`src/design/ouv_params.svh`:
```
// Register offsets, field positions, reset values and timing counts for the output-low supervisor.
`ifndef OUV_PARAMS_SVH
`define OUV_PARAMS_SVH
`define OUV_ADDR_WARN       8'h43
`define OUV_ADDR_FAULT      8'h44
`define OUV_ADDR_ACTION     8'h45
`define OUV_ADDR_STATUS     8'h7a
`define OUV_RESP_HI         7
`define OUV_RESP_LO         6
`define OUV_RETRY_HI        5
`define OUV_RETRY_LO        3
`define OUV_TIME_HI         2
`define OUV_TIME_LO         0
`define OUV_WARN_RESET      16'h0000
`define OUV_FAULT_RESET     16'h0000
`define OUV_ACTION_RESET    8'h80
`define OUV_RETRY_NONE      3'h0
`define OUV_RETRY_FOREVER   3'h7
`define OUV_STAT_WARN_BIT   5
`define OUV_STAT_FAULT_BIT  4
`define OUV_RESTART_CYCLES  16'h0010
`endif

```
`src/design/ouv_pkg.sv`:
```
// Types shared by the output-low supervisor.
package ouv_pkg;
  typedef enum logic [1:0] {
    OUV_RESP_IGNORE,
    OUV_RESP_DELAY,
    OUV_RESP_SHUTDOWN,
    OUV_RESP_WHILE_PRESENT
  } ouv_resp_e;
  typedef enum logic [2:0] {
    OUV_ST_RUN,
    OUV_ST_DELAY,
    OUV_ST_OFF_WAIT,
    OUV_ST_RESTART,
    OUV_ST_LATCHED,
    OUV_ST_HOLD_OFF
  } ouv_state_e;
  typedef logic [15:0] ouv_volt_t;
endpackage

```
`src/design/ouv_unit_timer.sv`:
```
// Counts delay units: a span of units, each unit a number of clock cycles.
`timescale 1ns/1ps
`include "ouv_params.svh"
module ouv_unit_timer (
  // Clock and reset
  input  wire logic        clk_sys,
  input  wire logic        reset_n,
  input  wire logic        clkEn,
  // Control
  input  wire logic        start,
  input  wire logic        abort,
  input  wire logic [7:0]  units,
  input  wire logic [15:0] unitCycles,
  // Status
  output logic             done
);
  logic [15:0] cycleCnt_ff;
  logic [7:0]  unitCnt_ff;
  logic        run_ff;
  logic        done_ff;

  assign done = done_ff;

  always_ff @(posedge clk_sys or negedge reset_n) begin
    if (!reset_n) begin
      cycleCnt_ff <= 16'h0000;
      unitCnt_ff  <= 8'h00;
      run_ff      <= 1'b0;
      done_ff     <= 1'b0;
    end else if (clkEn) begin
      done_ff <= 1'b0;
      if (abort) begin
        run_ff <= 1'b0;
      end else if (start) begin
        run_ff      <= 1'b1;
        cycleCnt_ff <= 16'h0001;
        unitCnt_ff  <= 8'h01;
      end else if (run_ff) begin
        if (cycleCnt_ff >= unitCycles) begin
          cycleCnt_ff <= 16'h0001;
          if (unitCnt_ff >= units) begin
            run_ff  <= 1'b0;
            done_ff <= 1'b1;
          end else begin
            unitCnt_ff <= unitCnt_ff + 8'h01;
          end
        end else begin
          cycleCnt_ff <= cycleCnt_ff + 16'h0001;
        end
      end
    end
  end
endmodule

```
`src/design/ouv_supervisor.sv`:
```
// Output under-voltage supervisor: thresholds, fault response, retries and output gating.
// Function
// - Host-programmable 16-bit unsigned warning threshold.
// - Host-programmable 16-bit unsigned fault threshold.
// - Response 00 ignores the fault; output keeps running.
// - Response 01 runs for the delay, then applies retry setting if fault persists.
// - Response 10 disables output at once, then follows the retry setting.
// - Response 11 disables output only while the fault is present.
// - Restart attempts number as the retry field says.
// - Retry 000 makes no restart; output stays off until fault cleared.
// - Retry 111 retries without limit.
// - Retry 001 makes one restart, then stays off until cleared.
// - Restart attempts are spaced by delay count times the delay unit.
// - Latched fault clears by status clear, clear-all, reset, off-on cycle, bias loss.
// - Retry 100 to 110 make four to six restarts, then stay off.
// - Endless retrying stops on off command, bias loss or another shutdown fault.
// - Delay count decodes to 1,2,4,8,16,32,64,128 units of the unit setting.
`timescale 1ns/1ps
`include "ouv_params.svh"
module ouv_supervisor (
  // Clock and reset
  input  wire logic            clk_sys,
  input  wire logic            reset_n,
  input  wire logic            clkEn,
  // Register port
  input  wire logic            regWrite,
  input  wire logic            regRead,
  input  wire logic [7:0]      regAddr,
  input  wire logic [15:0]     regWdata,
  output logic      [15:0]     regRdata,
  output logic                 regAck,
  // Fault clearing and shutdown events
  input  wire logic            clearFaults,
  input  wire logic            statusClear,
  input  wire logic            outputCmdOn,
  input  wire logic            biasGood,
  input  wire logic            otherShutdown,
  // Delay unit and measurement
  input  wire logic [15:0]     delayUnitCycles,
  input  wire ouv_pkg::ouv_volt_t measuredVout,
  // Outputs
  output logic                 outputEnable,
  output logic                 underWarn,
  output logic                 underFault,
  output logic                 faultLatched
);
  import ouv_pkg::*;

  ouv_volt_t  warnThr_ff;
  ouv_volt_t  faultThr_ff;
  logic [7:0] action_ff;
  logic [15:0] rdata_ff;
  logic       ack_ff;
  ouv_state_e state_ff;
  ouv_state_e nxt_state;
  logic [2:0] attempts_ff;
  logic [2:0] nxt_attempts;
  logic       warn_ff;
  logic       fault_ff;
  logic       latched_ff;
  logic       enable_ff;
  logic       cmdOnPrev_ff;
  logic       timerStart;
  logic       timerAbort;
  logic       timerDone;
  logic       restartTimerDone;
  logic [15:0] restartCnt_ff;
  logic       offOnCycle;
  logic       clearAll;
  logic       stopAll;
  logic       faultArmed;
  ouv_resp_e  resp;
  logic [2:0] retries;
  logic [7:0] units;

  function automatic logic [7:0] decodeUnits(input logic [2:0] code);
    case (code)
      3'h0: decodeUnits = 8'h01;
      3'h1: decodeUnits = 8'h02;
      3'h2: decodeUnits = 8'h04;
      3'h3: decodeUnits = 8'h08;
      3'h4: decodeUnits = 8'h10;
      3'h5: decodeUnits = 8'h20;
      3'h6: decodeUnits = 8'h40;
      default: decodeUnits = 8'h80;
    endcase
  endfunction

  // Builds the status word: warning and latched fault, all other bits zero.
  function automatic logic [15:0] statusWord(input logic warn, input logic latched);
    statusWord                      = 16'h0000;
    statusWord[`OUV_STAT_WARN_BIT]  = warn;
    statusWord[`OUV_STAT_FAULT_BIT] = latched;
  endfunction

  assign resp    = ouv_resp_e'(action_ff[`OUV_RESP_HI:`OUV_RESP_LO]);
  assign retries = action_ff[`OUV_RETRY_HI:`OUV_RETRY_LO];
  assign units   = decodeUnits(action_ff[`OUV_TIME_HI:`OUV_TIME_LO]);

  assign offOnCycle = outputCmdOn && !cmdOnPrev_ff;
  assign clearAll   = clearFaults || statusClear || offOnCycle || !biasGood;
  assign stopAll    = !outputCmdOn || !biasGood || otherShutdown;
  // A fault only counts while the output is commanded on and bias is present.
  assign faultArmed = fault_ff && outputCmdOn && biasGood;

  assign regRdata     = rdata_ff;
  assign regAck       = ack_ff;
  assign outputEnable = enable_ff;
  assign underWarn    = warn_ff;
  assign underFault   = fault_ff;
  assign faultLatched = latched_ff;

  // Every process below holds its state while clkEn is low.
  // Host register writes.
  always_ff @(posedge clk_sys or negedge reset_n) begin
    if (!reset_n) begin
      warnThr_ff  <= `OUV_WARN_RESET;
      faultThr_ff <= `OUV_FAULT_RESET;
      action_ff   <= `OUV_ACTION_RESET;
    end else if (clkEn && regWrite) begin
      if (regAddr == `OUV_ADDR_WARN) begin
        warnThr_ff <= regWdata;
      end else if (regAddr == `OUV_ADDR_FAULT) begin
        faultThr_ff <= regWdata;
      end else if (regAddr == `OUV_ADDR_ACTION) begin
        action_ff <= regWdata[7:0];
      end
    end
  end

  // Host register reads; unmapped addresses read zero.
  always_ff @(posedge clk_sys or negedge reset_n) begin
    if (!reset_n) begin
      rdata_ff <= 16'h0000;
      ack_ff   <= 1'b0;
    end else if (clkEn) begin
      ack_ff <= regRead || regWrite;
      if (regRead) begin
        if (regAddr == `OUV_ADDR_WARN) begin
          rdata_ff <= warnThr_ff;
        end else if (regAddr == `OUV_ADDR_FAULT) begin
          rdata_ff <= faultThr_ff;
        end else if (regAddr == `OUV_ADDR_ACTION) begin
          rdata_ff <= {8'h00, action_ff};
        end else if (regAddr == `OUV_ADDR_STATUS) begin
          rdata_ff <= statusWord(warn_ff, latched_ff);
        end else begin
          rdata_ff <= 16'h0000;
        end
      end
    end
  end

  // Threshold comparison.
  always_ff @(posedge clk_sys or negedge reset_n) begin
    if (!reset_n) begin
      warn_ff      <= 1'b0;
      fault_ff     <= 1'b0;
      cmdOnPrev_ff <= 1'b0;
    end else if (clkEn) begin
      warn_ff      <= measuredVout < warnThr_ff;
      fault_ff     <= measuredVout < faultThr_ff;
      cmdOnPrev_ff <= outputCmdOn;
    end
  end

  // Latched fault flag; a new fault wins over a clear in the same cycle.
  always_ff @(posedge clk_sys or negedge reset_n) begin
    if (!reset_n) begin
      latched_ff <= 1'b0;
    end else if (clkEn) begin
      if (faultArmed && resp != OUV_RESP_IGNORE) begin
        latched_ff <= 1'b1;
      end else if (clearAll) begin
        latched_ff <= 1'b0;
      end
    end
  end

  // Settle time after a restart before the output counts as running.
  always_ff @(posedge clk_sys or negedge reset_n) begin
    if (!reset_n) begin
      restartCnt_ff <= 16'h0000;
    end else if (clkEn) begin
      if (state_ff != OUV_ST_RESTART) begin
        restartCnt_ff <= 16'h0000;
      end else if (!restartTimerDone) begin
        restartCnt_ff <= restartCnt_ff + 16'h0001;
      end
    end
  end
  assign restartTimerDone = restartCnt_ff >= `OUV_RESTART_CYCLES;

  ouv_unit_timer uTimer (
    .clk_sys    (clk_sys),
    .reset_n    (reset_n),
    .clkEn      (clkEn),
    .start      (timerStart),
    .abort      (timerAbort),
    .units      (units),
    .unitCycles (delayUnitCycles),
    .done       (timerDone)
  );

  // Response state machine.
  always_comb begin
    nxt_state    = state_ff;
    nxt_attempts = attempts_ff;
    timerStart   = 1'b0;
    timerAbort   = 1'b0;
    case (state_ff)
      OUV_ST_RUN: begin
        nxt_attempts = 3'h0;
        if (faultArmed) begin
          case (resp)
            OUV_RESP_IGNORE: nxt_state = OUV_ST_RUN;
            OUV_RESP_DELAY: begin
              nxt_state  = OUV_ST_DELAY;
              timerStart = 1'b1;
            end
            OUV_RESP_SHUTDOWN: begin
              nxt_state  = OUV_ST_OFF_WAIT;
              timerStart = 1'b1;
            end
            default: nxt_state = OUV_ST_HOLD_OFF;
          endcase
        end
      end
      OUV_ST_DELAY: begin
        if (!fault_ff) begin
          nxt_state  = OUV_ST_RUN;
          timerAbort = 1'b1;
        end else if (timerDone) begin
          nxt_state  = OUV_ST_OFF_WAIT;
          timerStart = 1'b1;
        end
      end
      OUV_ST_OFF_WAIT: begin
        if (retries == `OUV_RETRY_NONE) begin
          nxt_state = OUV_ST_LATCHED;
        end else if (retries != `OUV_RETRY_FOREVER && attempts_ff >= retries) begin
          nxt_state = OUV_ST_LATCHED;
        end else if (timerDone) begin
          nxt_state = OUV_ST_RESTART;
          if (retries != `OUV_RETRY_FOREVER) begin
            nxt_attempts = attempts_ff + 3'h1;
          end
        end
      end
      OUV_ST_RESTART: begin
        if (fault_ff) begin
          nxt_state  = OUV_ST_OFF_WAIT;
          timerStart = 1'b1;
        end else if (restartTimerDone) begin
          nxt_state = OUV_ST_RUN;
        end
      end
      OUV_ST_HOLD_OFF: begin
        if (!fault_ff) begin
          nxt_state = OUV_ST_RUN;
        end
      end
      default: begin
        nxt_state = OUV_ST_LATCHED;
      end
    endcase
    if (clearAll && state_ff != OUV_ST_RUN) begin
      nxt_state    = OUV_ST_RUN;
      nxt_attempts = 3'h0;
      timerAbort   = 1'b1;
      timerStart   = 1'b0;
    end else if (stopAll && state_ff != OUV_ST_RUN && state_ff != OUV_ST_LATCHED) begin
      nxt_state  = OUV_ST_LATCHED;
      timerAbort = 1'b1;
      timerStart = 1'b0;
    end
  end

  // State and attempt registers.
  always_ff @(posedge clk_sys or negedge reset_n) begin
    if (!reset_n) begin
      state_ff    <= OUV_ST_RUN;
      attempts_ff <= 3'h0;
    end else if (clkEn) begin
      state_ff    <= nxt_state;
      attempts_ff <= nxt_attempts;
    end
  end

  // Output enable gating.
  always_ff @(posedge clk_sys or negedge reset_n) begin
    if (!reset_n) begin
      enable_ff <= 1'b0;
    end else if (clkEn) begin
      enable_ff <= outputCmdOn && biasGood && !otherShutdown &&
                   (nxt_state == OUV_ST_RUN || nxt_state == OUV_ST_DELAY ||
                    nxt_state == OUV_ST_RESTART);
    end
  end
endmodule

```
`config.mk`:
```
export PLATFORM = sky130hd
export DESIGN_NAME = ouv_supervisor
export DESIGN_NICKNAME = d
export VERILOG_FILES = /design/src/design/ouv_pkg.sv /design/src/design/ouv_unit_timer.sv /design/src/design/ouv_supervisor.sv
export VERILOG_INCLUDE_DIRS = /design/src /design/src/design
export SDC_FILE = /design/constraint.sdc
export NUM_CORES = 1
export LEC_CHECK = 0
export BUFFER_PORTS_ARGS = -buffer_cell sky130_fd_sc_hd__clkbuf_2
export CORE_ASPECT_RATIO = 2
export CORE_MARGIN = 4
export CORE_UTILIZATION = 40
export DETAILED_ROUTE_END_ITERATION = 8
export GPL_ROUTABILITY_DRIVEN = 0
export MAX_ROUTING_LAYER = met4
export SYNTH_ARGS = -nofsm -noshare
export SYNTH_HDL_FRONTEND = slang
export SYNTH_SLANG_ARGS = --single-unit
```
`constraint.sdc`:
```
create_clock -name clk_sys -period 4.78 [get_ports clk_sys]
set_input_delay 1.195 -clock clk_sys [delete_from_list [all_inputs] [get_ports clk_sys]]
set_output_delay 1.195 -clock clk_sys [all_outputs]
set_load 0.005 [all_outputs]
```
==> results.py, run 1 <==
metrics = {
    "pwr": {
        "power_leakage_nw": 3.695,
        "peakVddDrop_mv": 0.1519,
        "p_per_area_nw_per_um2": 268.9,
    },
    "cells_and_area": {
        "utilization_pct": 46.93,
        "layout.cells.non_filler": 1002,
        "final_common_cell": "dfrtp_1",
        "layout-drive-gt1-share_pct": 18.42,
        "syn2layout_area_growth_pct": 14.44,
        "insertedDiodeCount": 0,
        "fin_nets": 925,
        "layout_common_cells": "dfrtp_1 (109), clkbuf_2 (85), inv_1 (68), ha_1 (66), o21ai_0 (60)",
    },
    "drt": {
        "avgViaCountPerCell": 5.733,
        "dr_total_vias": 5744,
        "drt-total-wl_um": 16830,
        "dr.pass1.iters": 5,
        "drc_errors": 0,
        "drtIter0Drc": 260,
        "postRouteAntennaNets": 0,
        "routedWlPerCell_um": 16.79,
    },
    "floorplanning": {
        "rows": 66,
        "die_width_um": 99.78,
        "initial_utilization_pct": 41.01,
        "die_h_um": 191.6,
        "core_sq_um": 16430,
        "ios": 87,
        "die_area_sq_um": 19110,
    },
    "critical_path": {
        "path_cells": "clkbuf_2 -> nor4b_2 -> a41oi_1 -> or2_1 -> a311o_1 -> or4_1 -> a21oi_1",
        "critPathKind": "input port to flop",
        "arrival_ns": 3.49,
        "cpPeakStageDelay_ns": 0.53,
        "cp_max_fo": 21,
        "end_kind": "flop",
        "worstPathRequired_ns": 5.05,
        "cp-start-kind": "input port",
        "path_buf_inv": 1,
        "crit_slowest_cell": "or4_1",
        "cp_top_family": "simple AND/OR/NAND/NOR gates",
    },
    "job": {
        "cap_viol_max_count": 0,
    },
    "clock_tree": {
        "post-cts-setup-buffer-count": 0,
        "ctsLongestPathBuffers": 2,
        "cts_sinks": 110,
        "tritoncts": "yes",
        "cts.repair.resized": 0,
        "clkLatencyLatePin_ns": 0.35,
        "cts_buffers": 9,
        "htree_levels": 3,
        "cts_hold_repair.buffers": 0,
        "cts_root_buffer": "clkbuf_16",
        "clkTransAtPathRegs_ns": 0.07,
    },
    "yosys": {
        "ys_seq_area_share_pct": 40.87,
        "ys_async_sr_fraction_pct": 100.0,
        "synth-edff-count": 0,
        "syn-num-nets": 845,
        "synth_top_area_share_pct": 40.48,
        "avgSynthCellArea_sq_um": 9.452,
        "dominantRegCellSynth": "dfrtp_1",
        "synth.area.top_cells": "dfrtp_1 (40%), ha_1 (12%), mux2_2 (4.5%), o21ai_0 (4.5%), inv_1 (3.8%)",
        "synthDistinctLibCells": 66,
        "synth_seq_cells": 110,
        "synth_top_area_cell": "dfrtp_1",
        "synth_area_sq_um": 6739,
        "synth_warnings": 0,
        "syn_inst": 713,
    },
    "sta": {
        "tightest_slew_ns": 1.166,
        "drv_slew": 0,
        "finalCritPeriodShare_pct": 67.39,
        "fin_worst_skew_ns": 0.009066,
        "slew_headroom_pct": 20.29,
        "fin_crit_ns": 3.221,
        "max_freq_ghz": 0.3104,
        "finalHoldViolations": 0,
        "tns_ns": 0,
        "rsz0062_at_grt": "no",
        "setup_viol": 0,
    },
    "placement": {
        "port_buffers": 86,
        "dpl.hpwl_um": 13120,
        "dp.cells": 986,
    },
    "status": {
        "status": "finished clean",
    },
    "global_route": {
        "antenna_found_initial": 0,
        "gr-total-overflow": 0,
        "grt_pass1_vias": 5927,
        "grt_pass1_wl_um": 27660,
        "grt_use_total_pct": 18.41,
        "grt_max_degree": 82,
    },
    "worst_hold_path": {
        "hp-class": "flop to flop",
    },
}
registers in the layout, summed over array words and instances, names as in the netlist, 3 cells and up:
signal	flops
attempts_ff	3
restartCnt_ff	16
faultThr_ff	16
regRdata	16
uTimer.cycleCnt_ff	16
action_ff	8
uTimer.unitCnt_ff	8
state_ff	3
warnThr_ff	16
synth_stat cells, drive strengths merged (5+ instances only):
cell    count
nor4b       5
xor2        9
a211oi      7
and3       12
xnor2       6
dfrtp     109
a22oi      10
o21ai      61
nand3      21
mux2       27
nor4        6
and4        8
nor3        6
a222oi      6
clkbuf     24
nand3b      7
a21oi      44
a21o        9
inv        68
or4         6
ha         66
a41oi       5
nor2b       7
nor2       40
o31ai       9
nand4      18
nand2      52
nand2b      9
kinds of logic (layout without fill, tap and decap cells):
kind of cell               count (synthesis)  in the layout  synth area share [%]
xor gates and xnor gates                  15             15                 1.950
muxes                                     28             28                 4.660
AOI/OAI and AO/OA                        187            187                 17.90
adders and majority gates                 66             66                 12.25
buffers and inverters                     95            180                 5.440
DFF                                      110            110                 40.87
and+or+nand+nor                          212            212                 16.93
worst min-delay path, delay by kind of cell (launching register included):
kind             cells  cell delay [ns]
flip-flops           1             0.34
AO/OA/AOI/OAI        1             0.06
AND/OR/NAND/NOR      1             0.05
worst paths after layout:
| kind | start | end | slack [ns] | cells after the start |
|---|---|---|---|---|
| max in group asynchronous | reset_n | uTimer.cycleCnt_ff[2]$_DFFE_PN0P_ | 2.74 | 2 |
| setup reg to reg | action_ff[2]$_DFFE_PN0P_ | uTimer.unitCnt_ff[4]$_DFFE_PN0P_ | 1.70 | 8 |
| min in group asynchronous | reset_n | faultThr_ff[10]$_DFFE_PN0P_ | 1.01 | 1 |
| hold / removal | regRdata[10]$_DFFE_PN0P_ | regRdata[10]$_DFFE_PN0P_ | 0.49 | 2 |
| hold reg to reg | regRdata[10]$_DFFE_PN0P_ | regRdata[10]$_DFFE_PN0P_ | 0.49 | 2 |
| setup / recovery | clkEn | uTimer.unitCnt_ff[4]$_DFFE_PN0P_ | 1.56 | 7 |
final cells by class:
cell class                 count  area, sq um
clock buffer                   9        225.2
clock inverter                 7        96.34
fill                        1562         8721
inverter                      68        255.2
multi-input combinational    508         3618
sequential                   110         2754
tap                          204        255.2
timing repair buffer          96        508.0
where the power goes:
group	leakage (nW)	internal, mW	switching [mW]
sequential	1.43	0.958	0.0379
combinational	2.12	0.107	0.156
clock	0.148	0.461	0.354
total	3.69	1.53	0.548
through the flow:
step / cell area, sq um / setup slack [ns] / total power, mW / hold slack, ns
after global routing: 7712 / 1.363 / 2.172 / 0.5169
after detailed placement: 7391 / 1.187 / 1.280 / 0.4747
after floorplan: 6739 / 1.552 / 1.173 / 0.4545
after CTS: 7712 / 1.551 / 2.102 / 0.4923
after global placement: 7391 / 1.343 / 1.268 / 0.4706
final: 7712 / 1.559 / 2.074 / 0.4857
routing by layer:
metal | GRT usage [%] | up-vias | share of wire [%]
met2 | 32.89 | 170 | 53
li1 | - | 2757 | -
met5 | - | - | 0
met1 | 19.70 | 2772 | 38
met4 | 9.679 | 0 | 4.3
met3 | 1.899 | 45 | 4.1
Power figures use the tool's default switching activity.
==> run 2: changes to the inputs <==
==> constraint.sdc (replaced) <==
create_clock -name clk_sys -period 3.1 [get_ports clk_sys]
set_input_delay 0.775 -clock clk_sys [delete_from_list [all_inputs] [get_ports clk_sys]]
set_output_delay 0.775 -clock clk_sys [all_outputs]
set_load 0.005 [all_outputs]
==> run 2 against run 1 <==
Compared with the run above:
- clock power is 45% higher
- register-to-register slack worse by 1.6 ns
- design area is 1.0% higher
- worst setup slack worse by 1.4 ns
- critical path depth stayed put
- non-clock buffer count is 10 higher
- global-route usage is 0.93 points higher
- highest routed layer unchanged
==> results.py, run 2 (synthesis gave the netlist of run 1 again) <==
metrics = {
    "sta": {
        "fin_crit_ns": 2.959,
        "setup_viol": 0,
        "slew_headroom_pct": 50.17,
        "whs_ns": 0.3607,
        "finalCritPeriodShare_pct": 95.45,
        "tns_ns": 0,
        "fin_worst_skew_ns": 0.01517,
        "setup_ws_ns": 0.1410,
        "max_freq_ghz": 0.3379,
        "tightest_slew_ns": 0.7470,
        "finalHoldViolations": 0,
        "rsz0062_at_grt": "no",
        "drv_slew": 0,
    },
    "cells_and_area": {
        "insertedDiodeCount": 0,
        "stdcell_area_sq_um": 7792,
        "syn2layout_area_growth_pct": 15.63,
        "layout-drive-gt1-share_pct": 19.55,
        "final_common_cell": "dfrtp_1",
        "layout.cells.non_filler": 1012,
        "layout_common_cells": "dfrtp_1 (108), clkbuf_2 (85), inv_1 (68), ha_1 (66), o21ai_0 (60)",
        "fin_nets": 935,
        "fillerInstances": 1536,
        "utilization_pct": 47.42,
    },
    "clock_tree": {
        "cts_hold_repair.buffers": 0,
        "clkLatencyLatePin_ns": 0.35,
        "htree_levels": 3,
        "cts_sinks": 110,
        "cts_root_buffer": "clkbuf_16",
        "ctsLongestPathBuffers": 2,
        "tritoncts": "yes",
        "cts_buffers": 9,
        "clkTransAtPathRegs_ns": 0.07,
    },
    "placement": {
        "port_buffers": 86,
        "placed_area_sq_um": 7461,
        "dpl.hpwl_um": 13480,
        "dp_slack_ns": 0.08890,
        "dp.cells": 992,
    },
    "critical_path": {
        "timing.rr.start": "action_ff[1]$_DFFE_PN0P_",
        "cp-start-kind": "flop",
        "path_buf_inv": 0,
        "critPathLaunch": "action_ff[1]$_DFFE_PN0P_",
        "cp_max_fo": 12,
        "cpPeakStageDelay_ns": 0.51,
        "worstPathRequired_ns": 3.37,
        "crit_slowest_cell": "or3b_2",
        "cp_top_family": "compound AO/OA/AOI/OAI gates",
        "worst-path-stages": 7,
        "reg2reg_depth": 7,
        "end_kind": "flop",
        "critPathKind": "flop to flop",
        "path_cells": "or3b_2 -> ha_1 -> a2111o_1 -> a21o_1 -> a311o_2 -> or4_1 -> a21oi_1",
        "arrival_ns": 3.23,
    },
    "status": {
        "status": "finished clean",
    },
    "pwr": {
        "p_int_mw": 2.304,
        "power_mw": 3.146,
        "combPwrFrac_pct": 13.8,
        "p_sw_uw": 842.3,
        "power_leakage_nw": 3.749,
        "seqPwrFrac_pct": 48.7,
        "power.share.switching_pct": 26.77,
        "p_per_area_nw_per_um2": 403.7,
        "clockPowerShare_pct": 37.5,
        "peakVddDrop_mv": 0.3641,
    },
    "floorplanning": {
        "rows": 66,
        "die_h_um": 191.6,
        "die_width_um": 99.78,
        "core_sq_um": 16430,
        "initial_utilization_pct": 41.01,
        "ios": 87,
        "die_area_sq_um": 19110,
    },
    "global_route": {
        "antenna_found_initial": 0,
        "grt_pass1_vias": 6123,
        "grt_pass1_wl_um": 28860,
        "gr-total-overflow": 0,
        "grt_max_degree": 81,
        "grt_use_total_pct": 19.34,
    },
    "worst_hold_path": {
        "hp-class": "input port to async pin",
    },
    "drt": {
        "avgViaCountPerCell": 5.712,
        "drc_errors": 0,
        "routedWlPerCell_um": 17.19,
        "postRouteAntennaNets": 0,
        "dr_total_vias": 5781,
        "drtIter0Drc": 212,
        "dr.pass1.iters": 5,
        "drt-total-wl_um": 17390,
    },
    "job": {
        "cap_viol_max_count": 0,
    },
}
-- run 2: cell types whose count changed in the layout (fill, tap and decap cells not counted) --
cell,delta
clkbuf_1,+1
bufinv_16,-1
clkinv_2,+1
buf_12,+2
buf_4,+8
dfrtp_2,+1
a311o_2,+1
clkinvlp_4,-2
dfrtp_1,-1
clkbuf_8,+1
a311o_1,-1
-- run 2: power by group through the flow --
stage	logic (mW)	clock network (mW)	registers, mW
after floorplan	0.274	0	1.53
after global routing	0.493	1.26	1.54
after global placement	0.413	0	1.56
after CTS	0.435	1.21	1.53
after detailed placement	0.433	0	1.56
final	0.433	1.18	1.53
-- run 2: final timing paths --
path | endpoint | slack, ns
min in group clk_sys | regRdata[10]$_DFFE_PN0P_ | 0.49
min reg2reg | regRdata[10]$_DFFE_PN0P_ | 0.49
max in group asynchronous | action_ff[2]$_DFFE_PN0P_ | 1.93
max reg2reg | uTimer.unitCnt_ff[7]$_DFFE_PN0P_ | 0.14
max | uTimer.unitCnt_ff[7]$_DFFE_PN0P_ | 0.14
min | faultThr_ff[10]$_DFFE_PN0P_ | 0.36
-- run 2: routing by layer --
layer,track usage [%],vias up,part of all wire (%),wire length (um)
li1,-,2783,-,-
met1,19.59,2798,37,6503
met2,36.08,158,55,9631
met3,2.155,42,3.5,604
met4,9.311,0,3.8,654
met5,-,-,0,0
-- run 2: repair_timing --
action / CTS / global route
hold endpoints to repair: 0 / 0
setup buffers: 0 / 4
resized for setup: 0 / 2
endpoints found under the setup margin: 0 / 6
-- run 2: layout make-up --
cell class | instances | area, sq um | area share, %
clock inverter | 5 | 56.30 | 0.7225
inverter | 68 | 255.2 | 3.276
sequential | 110 | 2755 | 35.36
multi-input combinational | 508 | 3620 | 46.45
timing repair buffer | 106 | 608.1 | 7.803
clock buffer | 11 | 242.7 | 3.115
tap | 204 | 255.2 | 3.276
==> run 3: changes to the inputs <==
--- a/config.mk
+++ b/config.mk
@@ -6,9 +6,10 @@
 export SDC_FILE = /design/constraint.sdc
 export NUM_CORES = 1
 export LEC_CHECK = 0
+export ABC_AREA = 0
 export BUFFER_PORTS_ARGS = -buffer_cell sky130_fd_sc_hd__clkbuf_2
 export CORE_ASPECT_RATIO = 2
-export CORE_MARGIN = 4
+export CORE_MARGIN = 2
 export CORE_UTILIZATION = 40
 export DETAILED_ROUTE_END_ITERATION = 8
 export GPL_ROUTABILITY_DRIVEN = 0
==> run 3 against run 2 <==
Compared with the run above:
- design area down 0.19%
- critical path depth unchanged
- die area decreased by 6.0%
- sequential cell count unchanged
- clock power about the same
- register-to-register slack gained 0.07 ns
- cell count is 0.30% higher
- highest routed layer unchanged
==> results.py, run 3 (synthesis gave the netlist of run 1 again) <==
metrics = {
    "placement": {
        "port_buffers": 86,
        "dpl.hpwl_um": 12040,
        "placed_area_sq_um": 7467,
    },
    "sta": {
        "finalHoldViolations": 0,
        "max_freq_ghz": 0.3461,
        "finalCritPeriodShare_pct": 93.21,
        "setup_viol": 0,
        "tns_ns": 0,
        "slew_headroom_pct": 44.89,
        "fin_worst_skew_ns": 0.01262,
        "fin_crit_ns": 2.889,
        "rsz0062_at_grt": "no",
        "drv_slew": 0,
        "tightest_slew_ns": 0.8266,
    },
    "clock_tree": {
        "cts_hold_repair.buffers": 0,
        "cts_buffers": 9,
        "ctsLongestPathBuffers": 2,
        "htree_levels": 3,
        "clkTransAtPathRegs_ns": 0.08,
        "cts_root_buffer": "clkbuf_16",
        "tritoncts": "yes",
        "clkLatencyLatePin_ns": 0.35,
        "cts_sinks": 110,
    },
    "worst_hold_path": {
        "whs_endpoint": "regRdata[11]$_DFFE_PN0P_",
        "hold_depth": 2,
        "hp-start": "regRdata[11]$_DFFE_PN0P_",
        "hp-class": "flop to flop",
    },
    "drt": {
        "routedWlPerCell_um": 15.99,
        "postRouteAntennaNets": 0,
        "drtIter0Drc": 240,
        "dr.pass1.iters": 5,
        "drc_errors": 0,
        "avgViaCountPerCell": 5.620,
        "dr_total_vias": 5704,
        "drt-total-wl_um": 16230,
    },
    "floorplanning": {
        "ios": 87,
        "die_h_um": 187.6,
        "die_area_sq_um": 17960,
        "rows": 67,
        "core_sq_um": 16600,
        "initial_utilization_pct": 40.60,
        "die_width_um": 95.78,
    },
    "critical_path": {
        "rrSetupSlack_ns": 0.21,
        "reg2reg_to": "uTimer.unitCnt_ff[4]$_DFFE_PN0P_",
        "critPathKind": "flop to flop",
        "end_kind": "flop",
        "reg2reg_depth": 7,
        "worstPathRequired_ns": 3.38,
        "arrival_ns": 3.16,
        "timing.rr.start": "action_ff[0]$_DFFE_PN0P_",
        "cp-start-kind": "flop",
        "cp_max_fo": 10,
    },
    "cells_and_area": {
        "layout-drive-gt1-share_pct": 19.55,
        "stdcell_area_sq_um": 7777,
        "syn2layout_area_growth_pct": 15.41,
        "layout_common_cells": "dfrtp_1 (107), clkbuf_2 (85), inv_1 (68), ha_1 (66), o21ai_0 (60)",
        "final_common_cell": "dfrtp_1",
        "insertedDiodeCount": 0,
        "fillerInstances": 1651,
        "fin_nets": 935,
        "multiInputGateArea_sq_um": 3630,
        "regArea_sq_um": 2756,
    },
    "status": {
        "status": "finished clean",
    },
    "global_route": {
        "gr-total-overflow": 0,
        "grt_max_degree": 64,
        "grt_pass1_vias": 5544,
        "grt_pass1_wl_um": 26680,
        "antenna_found_initial": 0,
        "grt_use_total_pct": 19.13,
    },
    "pwr": {
        "peakVddDrop_mv": 0.3355,
        "power_leakage_nw": 3.736,
        "p_per_area_nw_per_um2": 400.5,
        "power_mw": 3.115,
    },
    "job": {
        "cap_viol_max_count": 0,
    },
}
## run 3: changes by cell type in the layout (fill, tap and decap cells not counted)
cell / delta
inv_6: +3
clkinv_2: -2
a311o_1: +1
buf_12: -1
bufinv_16: -1
clkinvlp_4: -1
dfrtp_1: -1
dfrtp_2: +1
inv_8: +1
## run 3: layer usage
layer / global-route usage [%] / vias up / share of wire, %
met3: 2.330 / 17 / 3.6
met2: 30.20 / 132 / 49
li1: - / 2780 / -
met4: 5.275 / 0 / 1.6
met1: 25.86 / 2775 / 46
met5: - / - / 0
## run 3: worst max path at each step
stage,startpoint,end,depth (start not counted)
detailed placement,action_ff[1]$_DFFE_PN0P_,uTimer.unitCnt_ff[4]$_DFFE_PN0P_,7
finish,action_ff[0]$_DFFE_PN0P_,uTimer.unitCnt_ff[4]$_DFFE_PN0P_,7
global route,action_ff[0]$_DFFE_PN0P_,uTimer.unitCnt_ff[6]$_DFFE_PN0P_,8
CTS,action_ff[1]$_DFFE_PN0P_,uTimer.unitCnt_ff[4]$_DFFE_PN0P_,7
global placement,action_ff[1]$_DFFE_PN0P_,uTimer.unitCnt_ff[5]$_DFFE_PN0P_,8
floorplan,action_ff[2]$_DFFE_PN0P_,uTimer.unitCnt_ff[2]$_DFFE_PN0P_,9
## run 3: area by class of cell
| class | instances | share of cell area [%] |
|---|---|---|
| clock buffers | 11 | 3.121 |
| flip-flops and latches | 110 | 35.44 |
| well taps | 207 | 3.330 |
| inverters | 68 | 3.282 |
| clock inverters | 5 | 0.5952 |
| repair buffers | 105 | 7.561 |
| multi-input cells | 509 | 46.67 |
## run 3: critical path: stages, from the launching register on
cell and delay (ns):
dfrtp_1 0.47, or3b_2 0.47, ha_1 0.20, a2111o_1 0.37, a21o_1 0.19, a311o_2 0.46
or4_1 0.49, a21oi_1 0.15
## run 3: repair_timing
item                       4_1_cts  5_1_grt
resized for setup                0        3
setup endpoints to repair        0        6
setup buffers                    0        1
## run 3: stage by stage
stage	setup WS, ns	util, %	hold slack, ns	std cells
global placement	0.1806	44.99	0.4632	997
finish	0.2106	46.86	0.4866	1015
detailed placement	0.1214	44.99	0.4647	997
global route	0.02510	46.86	0.5171	1015
CTS	0.1217	46.73	0.4924	1013
floorplan	0.2372	-	0.4545	713
## run 3: report_power, final
part | switching, mW | leakage [nW] | internal [mW]
Clock | 0.573 | 0.143 | 0.587
Combinational | 0.252 | 2.16 | 0.173
Sequential | 0.0530 | 1.43 | 1.48
Total | 0.878 | 3.74 | 2.24
